--- config.mk ---
export PLATFORM = sky130hd
export DESIGN_NAME = dubp_host_port
export DESIGN_NICKNAME = d
export VERILOG_FILES = /design/src/rtl/dubp_pkg.sv /design/src/rtl/dubp_chan_if.sv /design/src/rtl/dubp_chan_pins.sv /design/src/rtl/dubp_host_port.sv
export SDC_FILE = /design/constraint.sdc
export NUM_CORES = 1
export LEC_CHECK = 0
export ABC_AREA = 1
export BUFFER_PORTS_ARGS = -buffer_cell sky130_fd_sc_hd__buf_2
export CORE_MARGIN = 2
export CORE_UTILIZATION = 51
export CTS_BUF_LIST = sky130_fd_sc_hd__clkbuf_4 sky130_fd_sc_hd__clkbuf_8
export DETAILED_ROUTE_END_ITERATION = 16
export PLACE_DENSITY = 0.81
export SYNTH_ARGS = -nofsm -noshare
export SYNTH_HDL_FRONTEND = slang
export SYNTH_SLANG_ARGS = --single-unit
--- constraint.sdc ---
create_clock -name clk_sys -period 1.5 [get_ports clk_sys]
set_input_delay 0.075 -clock clk_sys [delete_from_list [all_inputs] [get_ports clk_sys]]
set_output_delay 0.075 -clock clk_sys [all_outputs]
set_load 0.01 [all_outputs]
--- src/rtl/dubp_pkg.sv ---
package dubp_pkg;
  // ---------------------------------------------------------------
  // Widths
  // ---------------------------------------------------------------
  localparam int DATA_W = 8;
  localparam int ADDR_W = 3;
  localparam int BUS_SYNC_W = 16;
  localparam int PIN_SYNC_W = 5;

  // ---------------------------------------------------------------
  // Values after reset
  // ---------------------------------------------------------------
  localparam logic [BUS_SYNC_W-1:0] BUS_SYNC_RST = 16'hffff;
  localparam logic [PIN_SYNC_W-1:0] PIN_SYNC_RST = 5'h1f;
  localparam logic                  TX_IDLE_STD  = 1'h1;
  localparam logic                  PIN_OFF_N    = 1'h1;
  localparam logic                  OE_OFF_N     = 1'h1;
  localparam logic [DATA_W-1:0]     DATA_RST     = 8'h00;
  localparam logic [ADDR_W-1:0]     ADDR_RST     = 3'h0;

  // ---------------------------------------------------------------
  // Encodings
  // ---------------------------------------------------------------
  localparam logic MODE_STROBE = 1'h1;
  localparam logic CHAN_A      = 1'h0;
  localparam logic CHAN_B      = 1'h1;
  localparam logic DIR_READ    = 1'h1;

  typedef enum logic [1:0] {
    ST_IDLE     = 2'b00,
    ST_RD_WAIT  = 2'b01,
    ST_RD_DRIVE = 2'b10,
    ST_WR_HOLD  = 2'b11
  } dubp_bus_state_e;
endpackage

--- src/rtl/dubp_chan_if.sv ---
interface dubp_chan_if;
  logic irq_req;
  logic aux2_en;
  logic ir_mode;
  logic rx_inv;
  logic rts_on;
  logic auto_rts;
  logic rx_room;
  logic rs485_dir;
  logic tx_busy;
  logic auto_cts;
  logic dtr_on;
  logic tx_bit;
  logic tx_ir_bit;
  logic tx_rdy;
  logic rx_rdy;
  logic serial_in;
  logic cts_n;
  logic dsr_n;
  logic cd_n;
  logic ri_n;
  logic serial_out;
  logic rts_n;
  logic dtr_n;
  logic aux2_n;
  logic tx_rdy_n;
  logic rx_rdy_n;
  logic rx_data;
  logic cts_on;
  logic dsr_on;
  logic cd_on;
  logic ri_on;
  logic tx_allowed;

  modport chan (
    input  irq_req, aux2_en, ir_mode, rx_inv, rts_on, auto_rts, rx_room, rs485_dir, tx_busy,
    input  auto_cts, dtr_on, tx_bit, tx_ir_bit, tx_rdy, rx_rdy,
    input  serial_in, cts_n, dsr_n, cd_n, ri_n,
    output serial_out, rts_n, dtr_n, aux2_n, tx_rdy_n, rx_rdy_n,
    output rx_data, cts_on, dsr_on, cd_on, ri_on, tx_allowed
  );
  modport top (
    output irq_req, aux2_en, ir_mode, rx_inv, rts_on, auto_rts, rx_room, rs485_dir, tx_busy,
    output auto_cts, dtr_on, tx_bit, tx_ir_bit, tx_rdy, rx_rdy,
    output serial_in, cts_n, dsr_n, cd_n, ri_n,
    input  serial_out, rts_n, dtr_n, aux2_n, tx_rdy_n, rx_rdy_n,
    input  rx_data, cts_on, dsr_on, cd_on, ri_on, tx_allowed
  );
endinterface

--- src/rtl/dubp_chan_pins.sv ---
module dubp_chan_pins (
  input wire logic   clk_sys,
  input wire logic   rstn,
  dubp_chan_if.chan  ch
);
  // ---------------------------------------------------------------
  // Pin synchronisers
  // ---------------------------------------------------------------
  logic [dubp_pkg::PIN_SYNC_W-1:0] meta;
  logic [dubp_pkg::PIN_SYNC_W-1:0] sync;
  logic                            s_rx;
  logic                            s_cts;
  logic                            s_dsr;
  logic                            s_cd;
  logic                            s_ri;

  always_ff @(posedge clk_sys or negedge rstn) begin
    if (!rstn) begin
      meta <= dubp_pkg::PIN_SYNC_RST;
      sync <= dubp_pkg::PIN_SYNC_RST;
    end else begin
      meta <= {ch.serial_in, ch.cts_n, ch.dsr_n, ch.cd_n, ch.ri_n};
      sync <= meta;
    end
  end

  assign {s_rx, s_cts, s_dsr, s_cd, s_ri} = sync;

  // ---------------------------------------------------------------
  // Serial data
  // ---------------------------------------------------------------
  always_ff @(posedge clk_sys or negedge rstn) begin
    if (!rstn) begin
      ch.serial_out <= dubp_pkg::TX_IDLE_STD;
      ch.rx_data    <= dubp_pkg::TX_IDLE_STD;
    end else if (ch.ir_mode) begin
      ch.serial_out <= ch.tx_ir_bit;
      ch.rx_data    <= s_rx ^ ch.rx_inv;
    end else begin
      ch.serial_out <= ch.tx_bit;
      ch.rx_data    <= s_rx;
    end
  end

  // ---------------------------------------------------------------
  // Modem outputs
  // ---------------------------------------------------------------
  // Half-duplex direction wins over software RTS so the line driver follows the transmitter
  always_ff @(posedge clk_sys or negedge rstn) begin
    if (!rstn) begin
      ch.rts_n <= dubp_pkg::PIN_OFF_N;
    end else if (ch.rs485_dir) begin
      ch.rts_n <= ~ch.tx_busy;
    end else if (ch.auto_rts) begin
      ch.rts_n <= ~(ch.rts_on & ch.rx_room);
    end else begin
      ch.rts_n <= ~ch.rts_on;
    end
  end

  always_ff @(posedge clk_sys or negedge rstn) begin
    if (!rstn) begin
      ch.dtr_n    <= dubp_pkg::PIN_OFF_N;
      ch.aux2_n   <= dubp_pkg::PIN_OFF_N;
      ch.tx_rdy_n <= dubp_pkg::PIN_OFF_N;
      ch.rx_rdy_n <= dubp_pkg::PIN_OFF_N;
    end else begin
      ch.dtr_n    <= ~ch.dtr_on;
      ch.aux2_n   <= ~ch.aux2_en;
      ch.tx_rdy_n <= ~ch.tx_rdy;
      ch.rx_rdy_n <= ~ch.rx_rdy;
    end
  end

  // ---------------------------------------------------------------
  // Modem inputs
  // ---------------------------------------------------------------
  always_ff @(posedge clk_sys or negedge rstn) begin
    if (!rstn) begin
      ch.cts_on     <= 1'h0;
      ch.dsr_on     <= 1'h0;
      ch.cd_on      <= 1'h0;
      ch.ri_on      <= 1'h0;
      ch.tx_allowed <= 1'h0;
    end else begin
      ch.cts_on     <= ~s_cts;
      ch.dsr_on     <= ~s_dsr;
      ch.cd_on      <= ~s_cd;
      ch.ri_on      <= ~s_ri;
      ch.tx_allowed <= ~ch.auto_cts | ~s_cts;
    end
  end
endmodule

--- src/rtl/dubp_host_port.sv ---
// What this block does
// - Bus style pin high selects strobe mode, low selects read/write-line mode.
// - Strobe mode read strobe fall reads addressed register; byte driven until strobe rises.
// - Read/write-line mode ignores the read strobe pin.
// - Strobe mode write strobe rise stores bus byte into addressed register.
// - Read/write-line mode: write strobe pin high means read, low means write.
// - Strobe mode: two active-low chip selects pick channel A or B.
// - Read/write-line mode: one device select; second pin is channel bit, 0=A.
// - Strobe mode: bit 3 set drives irq with the channel's request and aux2 low; clear floats irq.
// - Read/write-line mode: channel A irq is shared open-drain active-low interrupt.
// - Read/write-line mode: channel B irq pin unused.
// - Each channel gives active-low transmit-ready and receive-ready outputs.
// - Bit 6 clear: standard serial, transmit held high in reset and idle.
// - Bit 6 set: infrared coding, transmit idles low.
// - CTS is a general input or gates transmit under auto CTS.
// - Each channel drives active-low DTR, usable as general output.
// - DSR, carrier detect, ring inputs are active-low, usable as general inputs.
// - Three address lines select a register of the addressed channel.
// - Host data bus is eight bits, bidirectional.
module dubp_host_port (
  input  wire logic                         clk_sys,
  input  wire logic                         rstn,
  input  wire logic                         bus_style_sel,
  input  wire logic                         read_strobe_n,
  input  wire logic                         write_strobe_n,
  input  wire logic                         chan_a_select_n,
  input  wire logic                         chan_b_select_n,
  input  wire logic [dubp_pkg::ADDR_W-1:0]  addr,
  input  wire logic [dubp_pkg::DATA_W-1:0]  data_in,
  output logic      [dubp_pkg::DATA_W-1:0]  data_out,
  output logic                              data_oe_n,
  output logic                              chan_a_irq,
  output logic                              chan_a_irq_oe_n,
  output logic                              chan_b_irq,
  output logic                              chan_b_irq_oe_n,
  output logic                              aux_out2_chan_a_n,
  output logic                              aux_out2_chan_b_n,
  output logic                              tx_ready_chan_a_n,
  output logic                              rx_ready_chan_a_n,
  output logic                              tx_ready_chan_b_n,
  output logic                              rx_ready_chan_b_n,
  output logic                              serial_out_chan_a,
  output logic                              serial_out_chan_b,
  input  wire logic                         serial_in_chan_a,
  input  wire logic                         serial_in_chan_b,
  output logic                              request_to_send_a_n,
  output logic                              request_to_send_b_n,
  input  wire logic                         clear_to_send_a_n,
  input  wire logic                         clear_to_send_b_n,
  output logic                              terminal_ready_a_n,
  output logic                              terminal_ready_b_n,
  input  wire logic                         set_ready_a_n,
  input  wire logic                         set_ready_b_n,
  input  wire logic                         carrier_detect_a_n,
  input  wire logic                         carrier_detect_b_n,
  input  wire logic                         ring_indicator_a_n,
  input  wire logic                         ring_indicator_b_n,
  output logic                              reg_rd,
  output logic                              reg_wr,
  output logic                              reg_chan,
  output logic      [dubp_pkg::ADDR_W-1:0]  reg_addr,
  output logic      [dubp_pkg::DATA_W-1:0]  reg_wdata,
  input  wire logic [dubp_pkg::DATA_W-1:0]  reg_rdata,
  input  wire logic [1:0]                   irq_req,
  input  wire logic [1:0]                   aux2_en,
  input  wire logic [1:0]                   ir_mode,
  input  wire logic [1:0]                   rx_invert,
  input  wire logic [1:0]                   rts_on,
  input  wire logic [1:0]                   auto_rts,
  input  wire logic [1:0]                   rx_room,
  input  wire logic [1:0]                   rs485_dir,
  input  wire logic [1:0]                   tx_busy,
  input  wire logic [1:0]                   auto_cts,
  input  wire logic [1:0]                   dtr_on,
  input  wire logic [1:0]                   tx_bit,
  input  wire logic [1:0]                   tx_ir_bit,
  input  wire logic [1:0]                   tx_fifo_ready,
  input  wire logic [1:0]                   rx_fifo_ready,
  output logic      [1:0]                   rx_data,
  output logic      [1:0]                   cts_on,
  output logic      [1:0]                   dsr_on,
  output logic      [1:0]                   cd_on,
  output logic      [1:0]                   ri_on,
  output logic      [1:0]                   tx_allowed
);
  // ---------------------------------------------------------------
  // Host pin synchronisers
  // ---------------------------------------------------------------
  logic [dubp_pkg::BUS_SYNC_W-1:0] bus_meta;
  logic [dubp_pkg::BUS_SYNC_W-1:0] bus_sync;
  logic                            s_mode;
  logic                            s_rd_n;
  logic                            s_wr_n;
  logic                            s_csa_n;
  logic                            s_csb_n;
  logic [dubp_pkg::ADDR_W-1:0]     s_addr;
  logic [dubp_pkg::DATA_W-1:0]     s_data;

  always_ff @(posedge clk_sys or negedge rstn) begin
    if (!rstn) begin
      bus_meta <= dubp_pkg::BUS_SYNC_RST;
      bus_sync <= dubp_pkg::BUS_SYNC_RST;
    end else begin
      bus_meta <= {bus_style_sel, read_strobe_n, write_strobe_n, chan_a_select_n, chan_b_select_n, addr, data_in};
      bus_sync <= bus_meta;
    end
  end

  assign {s_mode, s_rd_n, s_wr_n, s_csa_n, s_csb_n, s_addr, s_data} = bus_sync;

  // ---------------------------------------------------------------
  // Access decode
  // ---------------------------------------------------------------
  logic strobe_mode;
  logic one_select;
  logic acc_chan;
  logic acc_active;
  logic acc_read;
  logic acc_prev;
  logic acc_start;

  assign strobe_mode = (s_mode == dubp_pkg::MODE_STROBE);
  // In strobe mode both selects low is ambiguous, so such a cycle is ignored
  assign one_select  = s_csa_n ^ s_csb_n;

  always_comb begin
    if (strobe_mode) begin
      acc_chan   = s_csa_n ? dubp_pkg::CHAN_B : dubp_pkg::CHAN_A;
      acc_active = one_select & (~s_rd_n | ~s_wr_n);
      acc_read   = ~s_rd_n;
    end else begin
      acc_chan   = s_csb_n;
      acc_active = ~s_csa_n;
      acc_read   = (s_wr_n == dubp_pkg::DIR_READ);
    end
  end

  always_ff @(posedge clk_sys or negedge rstn) begin
    if (!rstn) begin
      acc_prev <= 1'h0;
    end else begin
      acc_prev <= acc_active;
    end
  end

  assign acc_start = acc_active & ~acc_prev;

  // ---------------------------------------------------------------
  // Bus cycle sequencer
  // ---------------------------------------------------------------
  dubp_pkg::dubp_bus_state_e state;

  always_ff @(posedge clk_sys or negedge rstn) begin
    if (!rstn) begin
      state <= dubp_pkg::ST_IDLE;
    end else begin
      unique case (state)
        dubp_pkg::ST_IDLE: begin
          if (acc_start) begin
            state <= acc_read ? dubp_pkg::ST_RD_WAIT : dubp_pkg::ST_WR_HOLD;
          end
        end
        dubp_pkg::ST_RD_WAIT: begin
          state <= dubp_pkg::ST_RD_DRIVE;
        end
        dubp_pkg::ST_RD_DRIVE: begin
          if (!acc_active) begin
            state <= dubp_pkg::ST_IDLE;
          end
        end
        dubp_pkg::ST_WR_HOLD: begin
          if (!acc_active) begin
            state <= dubp_pkg::ST_IDLE;
          end
        end
      endcase
    end
  end

  // Channel and address are frozen at the start of the cycle
  always_ff @(posedge clk_sys or negedge rstn) begin
    if (!rstn) begin
      reg_chan <= dubp_pkg::CHAN_A;
      reg_addr <= dubp_pkg::ADDR_RST;
    end else if (state == dubp_pkg::ST_IDLE && acc_start) begin
      reg_chan <= acc_chan;
      reg_addr <= s_addr;
    end
  end

  always_ff @(posedge clk_sys or negedge rstn) begin
    if (!rstn) begin
      reg_rd <= 1'h0;
    end else begin
      reg_rd <= (state == dubp_pkg::ST_IDLE) & acc_start & acc_read;
    end
  end

  // Write data follows the bus until the strobe ends, then the last sample is stored
  always_ff @(posedge clk_sys or negedge rstn) begin
    if (!rstn) begin
      reg_wdata <= dubp_pkg::DATA_RST;
    end else if (acc_active) begin
      reg_wdata <= s_data;
    end
  end

  always_ff @(posedge clk_sys or negedge rstn) begin
    if (!rstn) begin
      reg_wr <= 1'h0;
    end else begin
      reg_wr <= (state == dubp_pkg::ST_WR_HOLD) & ~acc_active;
    end
  end

  // ---------------------------------------------------------------
  // Data bus drive
  // ---------------------------------------------------------------
  always_ff @(posedge clk_sys or negedge rstn) begin
    if (!rstn) begin
      data_out <= dubp_pkg::DATA_RST;
    end else if (state == dubp_pkg::ST_RD_WAIT) begin
      data_out <= reg_rdata;
    end
  end

  always_ff @(posedge clk_sys or negedge rstn) begin
    if (!rstn) begin
      data_oe_n <= dubp_pkg::OE_OFF_N;
    end else if (state == dubp_pkg::ST_RD_WAIT) begin
      data_oe_n <= 1'h0;
    end else if (state == dubp_pkg::ST_RD_DRIVE && !acc_active) begin
      data_oe_n <= dubp_pkg::OE_OFF_N;
    end
  end

  // ---------------------------------------------------------------
  // Interrupt pins
  // ---------------------------------------------------------------
  always_ff @(posedge clk_sys or negedge rstn) begin
    if (!rstn) begin
      chan_a_irq      <= 1'h0;
      chan_a_irq_oe_n <= dubp_pkg::OE_OFF_N;
      chan_b_irq      <= 1'h0;
      chan_b_irq_oe_n <= dubp_pkg::OE_OFF_N;
    end else if (strobe_mode) begin
      chan_a_irq      <= irq_req[0];
      chan_a_irq_oe_n <= ~aux2_en[0];
      chan_b_irq      <= irq_req[1];
      chan_b_irq_oe_n <= ~aux2_en[1];
    end else begin
      // Open drain: only ever pulls low, the board pull-up gives the high
      chan_a_irq      <= 1'h0;
      chan_a_irq_oe_n <= ~(irq_req[0] | irq_req[1]);
      chan_b_irq      <= 1'h0;
      chan_b_irq_oe_n <= dubp_pkg::OE_OFF_N;
    end
  end

  // ---------------------------------------------------------------
  // Channel pin handlers
  // ---------------------------------------------------------------
  dubp_chan_if ch_if[2] ();

  logic [1:0] pin_serial_in;
  logic [1:0] pin_cts_n;
  logic [1:0] pin_dsr_n;
  logic [1:0] pin_cd_n;
  logic [1:0] pin_ri_n;
  logic [1:0] q_serial_out;
  logic [1:0] q_rts_n;
  logic [1:0] q_dtr_n;
  logic [1:0] q_aux2_n;
  logic [1:0] q_tx_rdy_n;
  logic [1:0] q_rx_rdy_n;

  assign pin_serial_in = {serial_in_chan_b, serial_in_chan_a};
  assign pin_cts_n     = {clear_to_send_b_n, clear_to_send_a_n};
  assign pin_dsr_n     = {set_ready_b_n, set_ready_a_n};
  assign pin_cd_n      = {carrier_detect_b_n, carrier_detect_a_n};
  assign pin_ri_n      = {ring_indicator_b_n, ring_indicator_a_n};

  for (genvar g = 0; g < 2; g++) begin : g_chan
    assign ch_if[g].irq_req   = irq_req[g];
    assign ch_if[g].aux2_en   = aux2_en[g];
    assign ch_if[g].ir_mode   = ir_mode[g];
    assign ch_if[g].rx_inv    = rx_invert[g];
    assign ch_if[g].rts_on    = rts_on[g];
    assign ch_if[g].auto_rts  = auto_rts[g];
    assign ch_if[g].rx_room   = rx_room[g];
    assign ch_if[g].rs485_dir = rs485_dir[g];
    assign ch_if[g].tx_busy   = tx_busy[g];
    assign ch_if[g].auto_cts  = auto_cts[g];
    assign ch_if[g].dtr_on    = dtr_on[g];
    assign ch_if[g].tx_bit    = tx_bit[g];
    assign ch_if[g].tx_ir_bit = tx_ir_bit[g];
    assign ch_if[g].tx_rdy    = tx_fifo_ready[g];
    assign ch_if[g].rx_rdy    = rx_fifo_ready[g];
    assign ch_if[g].serial_in = pin_serial_in[g];
    assign ch_if[g].cts_n     = pin_cts_n[g];
    assign ch_if[g].dsr_n     = pin_dsr_n[g];
    assign ch_if[g].cd_n      = pin_cd_n[g];
    assign ch_if[g].ri_n      = pin_ri_n[g];

    assign q_serial_out[g] = ch_if[g].serial_out;
    assign q_rts_n[g]      = ch_if[g].rts_n;
    assign q_dtr_n[g]      = ch_if[g].dtr_n;
    assign q_aux2_n[g]     = ch_if[g].aux2_n;
    assign q_tx_rdy_n[g]   = ch_if[g].tx_rdy_n;
    assign q_rx_rdy_n[g]   = ch_if[g].rx_rdy_n;
    assign rx_data[g]      = ch_if[g].rx_data;
    assign cts_on[g]       = ch_if[g].cts_on;
    assign dsr_on[g]       = ch_if[g].dsr_on;
    assign cd_on[g]        = ch_if[g].cd_on;
    assign ri_on[g]        = ch_if[g].ri_on;
    assign tx_allowed[g]   = ch_if[g].tx_allowed;

    dubp_chan_pins u_pins (
      .clk_sys (clk_sys),
      .rstn    (rstn),
      .ch      (ch_if[g].chan)
    );
  end

  assign serial_out_chan_a   = q_serial_out[0];
  assign serial_out_chan_b   = q_serial_out[1];
  assign request_to_send_a_n = q_rts_n[0];
  assign request_to_send_b_n = q_rts_n[1];
  assign terminal_ready_a_n  = q_dtr_n[0];
  assign terminal_ready_b_n  = q_dtr_n[1];
  assign aux_out2_chan_a_n   = q_aux2_n[0];
  assign aux_out2_chan_b_n   = q_aux2_n[1];
  assign tx_ready_chan_a_n   = q_tx_rdy_n[0];
  assign tx_ready_chan_b_n   = q_tx_rdy_n[1];
  assign rx_ready_chan_a_n   = q_rx_rdy_n[0];
  assign rx_ready_chan_b_n   = q_rx_rdy_n[1];
endmodule

==> flow_summary.ini <==
[yosys]
async_reset_ff_share_pct = 100
synth.largest_area_cell = dfstp_2
synthTopCellsByArea = dfstp_2 53%, dfrtp_1 27%, nand2_1 8.4%, inv_1 3.2%, buf_4 2.8%
ys.flop_type = dfstp_2
synth-seq-cells = 106
ys_types = 18
synth_most_common_cell = nand2_1
synth-edff-count = 0
synth_top_cell_area_share_pct = 52.8
avgSynthCellArea_sq_um = 13.3
netlist_area_sq_um = 3430
ys_seq_area_share_pct = 79.8
synthCells = 257
yosys-top-cells-count = 77 x nand2_1, 69 x dfstp_2, 37 x dfrtp_1, 29 x inv_1, 13 x buf_4
yosysWarnings = 0
synth_nets = 323

[layout]
antennaDiodeCount = 0
stdcell_area_sq_um = 4910
ff_latch_area_sq_um = 2740
utilization_pct = 76.5
nets = 502
drive_gt1_share_pct = 49.7
area_delta_synth_final_pct = 43.2
nFillCells = 406
multiInputGateArea_sq_um = 469
final_cell_count_no_fill = 518

[global_route]
grt_max_degree = 40
antenna_found_initial = 0
first_global_vias = 2484
grt_pass1_wl_mm = 11.1
grt.total_usage_pct = 20.2
gr-total-overflow = 0

[power]
ir_worst_vdd_mv = 0.805
p_leak_nw = 2.50
total_power_mw = 6.61
power-per-cell-area_nw_per_um2 = 1350

[placed_design]
dp_slack_ns = 0.0821
placed_area_sq_um = 4080
port_buffers = 116
place_inst = 443
place_congestion = 0.744
dp_hpwl_mm = 4.12

[route]
route.detailed.drc = 0
routed_wl_mm = 6.82
via_per_inst = 4.55
wire_per_inst_um = 13.2
vias = 2359
drt_iter0_drc = 100
final_antenna_net_count = 0
drtPass1Iterations = 5

[timing]
period_minus_slack_ns = 1.42
rsz0062_at_grt = yes
slew_violations = 0
hold_violations = 0
clock_skew_ns = 0.00758
fmax_ghz = 0.706
fin_ws_ns = 0.0839
setup_violations = 0
worst_pin_slew_ns = 0.494
slew_headroom_pct = 67.1
period_share_pct = 94.4

[clocking]
clkSlewWorstSetupHoldPaths_ns = 0.09
cts_root_buf = clkbuf_8
cts_sinks = 106
h-tree-depth = 3
clk_path_buf_depth = 2
cts_tree = built
numCtsBuffers = 9
worstSkewPairLatency_ns = 0.35

[setup_path]
cpMostUsedCell = buf_4
worstSetupEndpointType = flip-flop
startpoint_type = flip-flop
arrival_ns = 1.66
cp_cell_sequence = nand2_2 -> nor2_1 -> nor2_4 -> buf_4 -> buf_4 -> nand2_1 -> nand3_1
cpPeakStageDelay_ns = 0.60
crit_slowest_cell = dfstp_2
crit_required_ns = 1.75
path_class = reg2reg
critical_path.max_fanout = 7

[floorplan]
fp.dieArea_sq_um = 7400
die_w_um = 86.0
die_h_um = 86.0
fp-row-count = 29
start_util_pct = 53.4
boundaryPins = 117
coreArea_sq_um = 6420

[worst_hold_path]
hp-class = in2reg

[outcome]
run_status = finished, final reports clean

[flow_run]
drv_cap = 0
-- report_power, final --
part	leakage, nW	internal, mW	switching (mW)
registers	1.18	3.28	0.165
clock network	0.128	1.20	0.882
logic	1.20	0.509	0.576
total	2.50	4.99	1.62
-- flip-flops by register name, summed over array words and instances (netlist names), 2 cells and up --
| name | cells |
|---|---|
| reg_wdata | 8 |
| g_chan.u_pins.meta | 10 |
| state | 2 |
| g_chan.u_pins.ch.rts_n | 2 |
| g_chan.u_pins.ch.serial_out | 2 |
| g_chan.u_pins.ch.ri_on | 2 |
| g_chan.u_pins.ch.cd_on | 2 |
| g_chan.u_pins.ch.rx_rdy_n | 2 |
| g_chan.u_pins.ch.aux2_n | 2 |
| g_chan.u_pins.ch.tx_rdy_n | 2 |
| bus_meta | 16 |
| reg_addr | 3 |
| bus_sync | 16 |
| g_chan.u_pins.sync | 10 |
| g_chan.u_pins.ch.tx_allowed | 2 |
| g_chan.u_pins.ch.cts_on | 2 |
| data_out | 8 |
| g_chan.u_pins.ch.rx_data | 2 |
| g_chan.u_pins.ch.dtr_n | 2 |
| g_chan.u_pins.ch.dsr_on | 2 |
-- final timing paths --
path | start | endpoint | slack (ns) | cells after the start
max | bus_sync[15] | state[1] | 0.08 | 7
min | rx_invert[0] | g_chan[0].u_pins.ch.rx_data | 0.03 | 4
max reg2reg | bus_sync[15] | state[1] | 0.08 | 7
min reg2reg | bus_meta[15] | bus_sync[15] | 0.36 | 0
max in group asynchronous | rstn | bus_meta[3] | 0.64 | 3
min in group asynchronous | rstn | g_chan[0].u_pins.ch.tx_allowed | 0.21 | 2
-- cell usage in the layout, fill, tap and decap left out, drive strengths merged, types with 2 or more instances in the layout --
cell type / count
buf: 127
bufinv: 3
clkbuf: 12
dfrtp: 37
dfstp: 69
dlygate4sd3: 55
inv: 31
mux2: 2
nand2: 77
nand3: 4
nand4: 5
nor2: 7
o21ai: 7
xor2: 2
-- cell families after synthesis --
kind of cell / count (synthesis) / synth area share [%]
compound gates: 9 / 1.46
xor+xnor: 2 / 0.511
buf+inv: 45 / 6.56
flops: 106 / 79.8
mux: 2 / 0.656
simple gates: 93 / 11.0
-- area by class of cell --
class / count / share of cell area (%)
well taps: 77 / 1.96
clock inverters: 4 / 2.01
flip-flops and latches: 106 / 55.7
repair buffers: 182 / 25.3
inverters: 31 / 2.37
clock buffers: 12 / 3.11
multi-input cells: 106 / 9.55
-- metrics by stage --
step	setup TNS [ns]	hold WS, ns
floorplan	0	-0.221
global placement	0	0.0701
CTS	0	0.00407
finish	0	0.0283
detailed placement	0	0.0743
global route	-0.0115	0.0329
-- what timing repair did --
item                                    in CTS  in global routing
gates resized for setup                      0                  1
endpoints found under the setup margin       0                 10
hold buffers                                55                  0
setup buffers                                0                  4
endpoints found under the hold margin       67                  0
-- per-layer routing --
layer  vias to the layer above  GRT usage, %  wire length, um
met4                         0          12.0              263
li1                       1118             -                -
met5                         -             0                0
met2                       114          35.4             3690
met1                      1102          21.6             2400
met3                        25          5.39              470
-- worst max-delay path, delay by kind of cell (launching register included) --
| family | cells | cell delay, ns |
|---|---|---|
| AND/OR/NAND/NOR | 5 | 0.47 |
| buffers and inverters | 2 | 0.26 |
| flip-flops | 1 | 0.60 |
(Power assumes the default switching activity.)
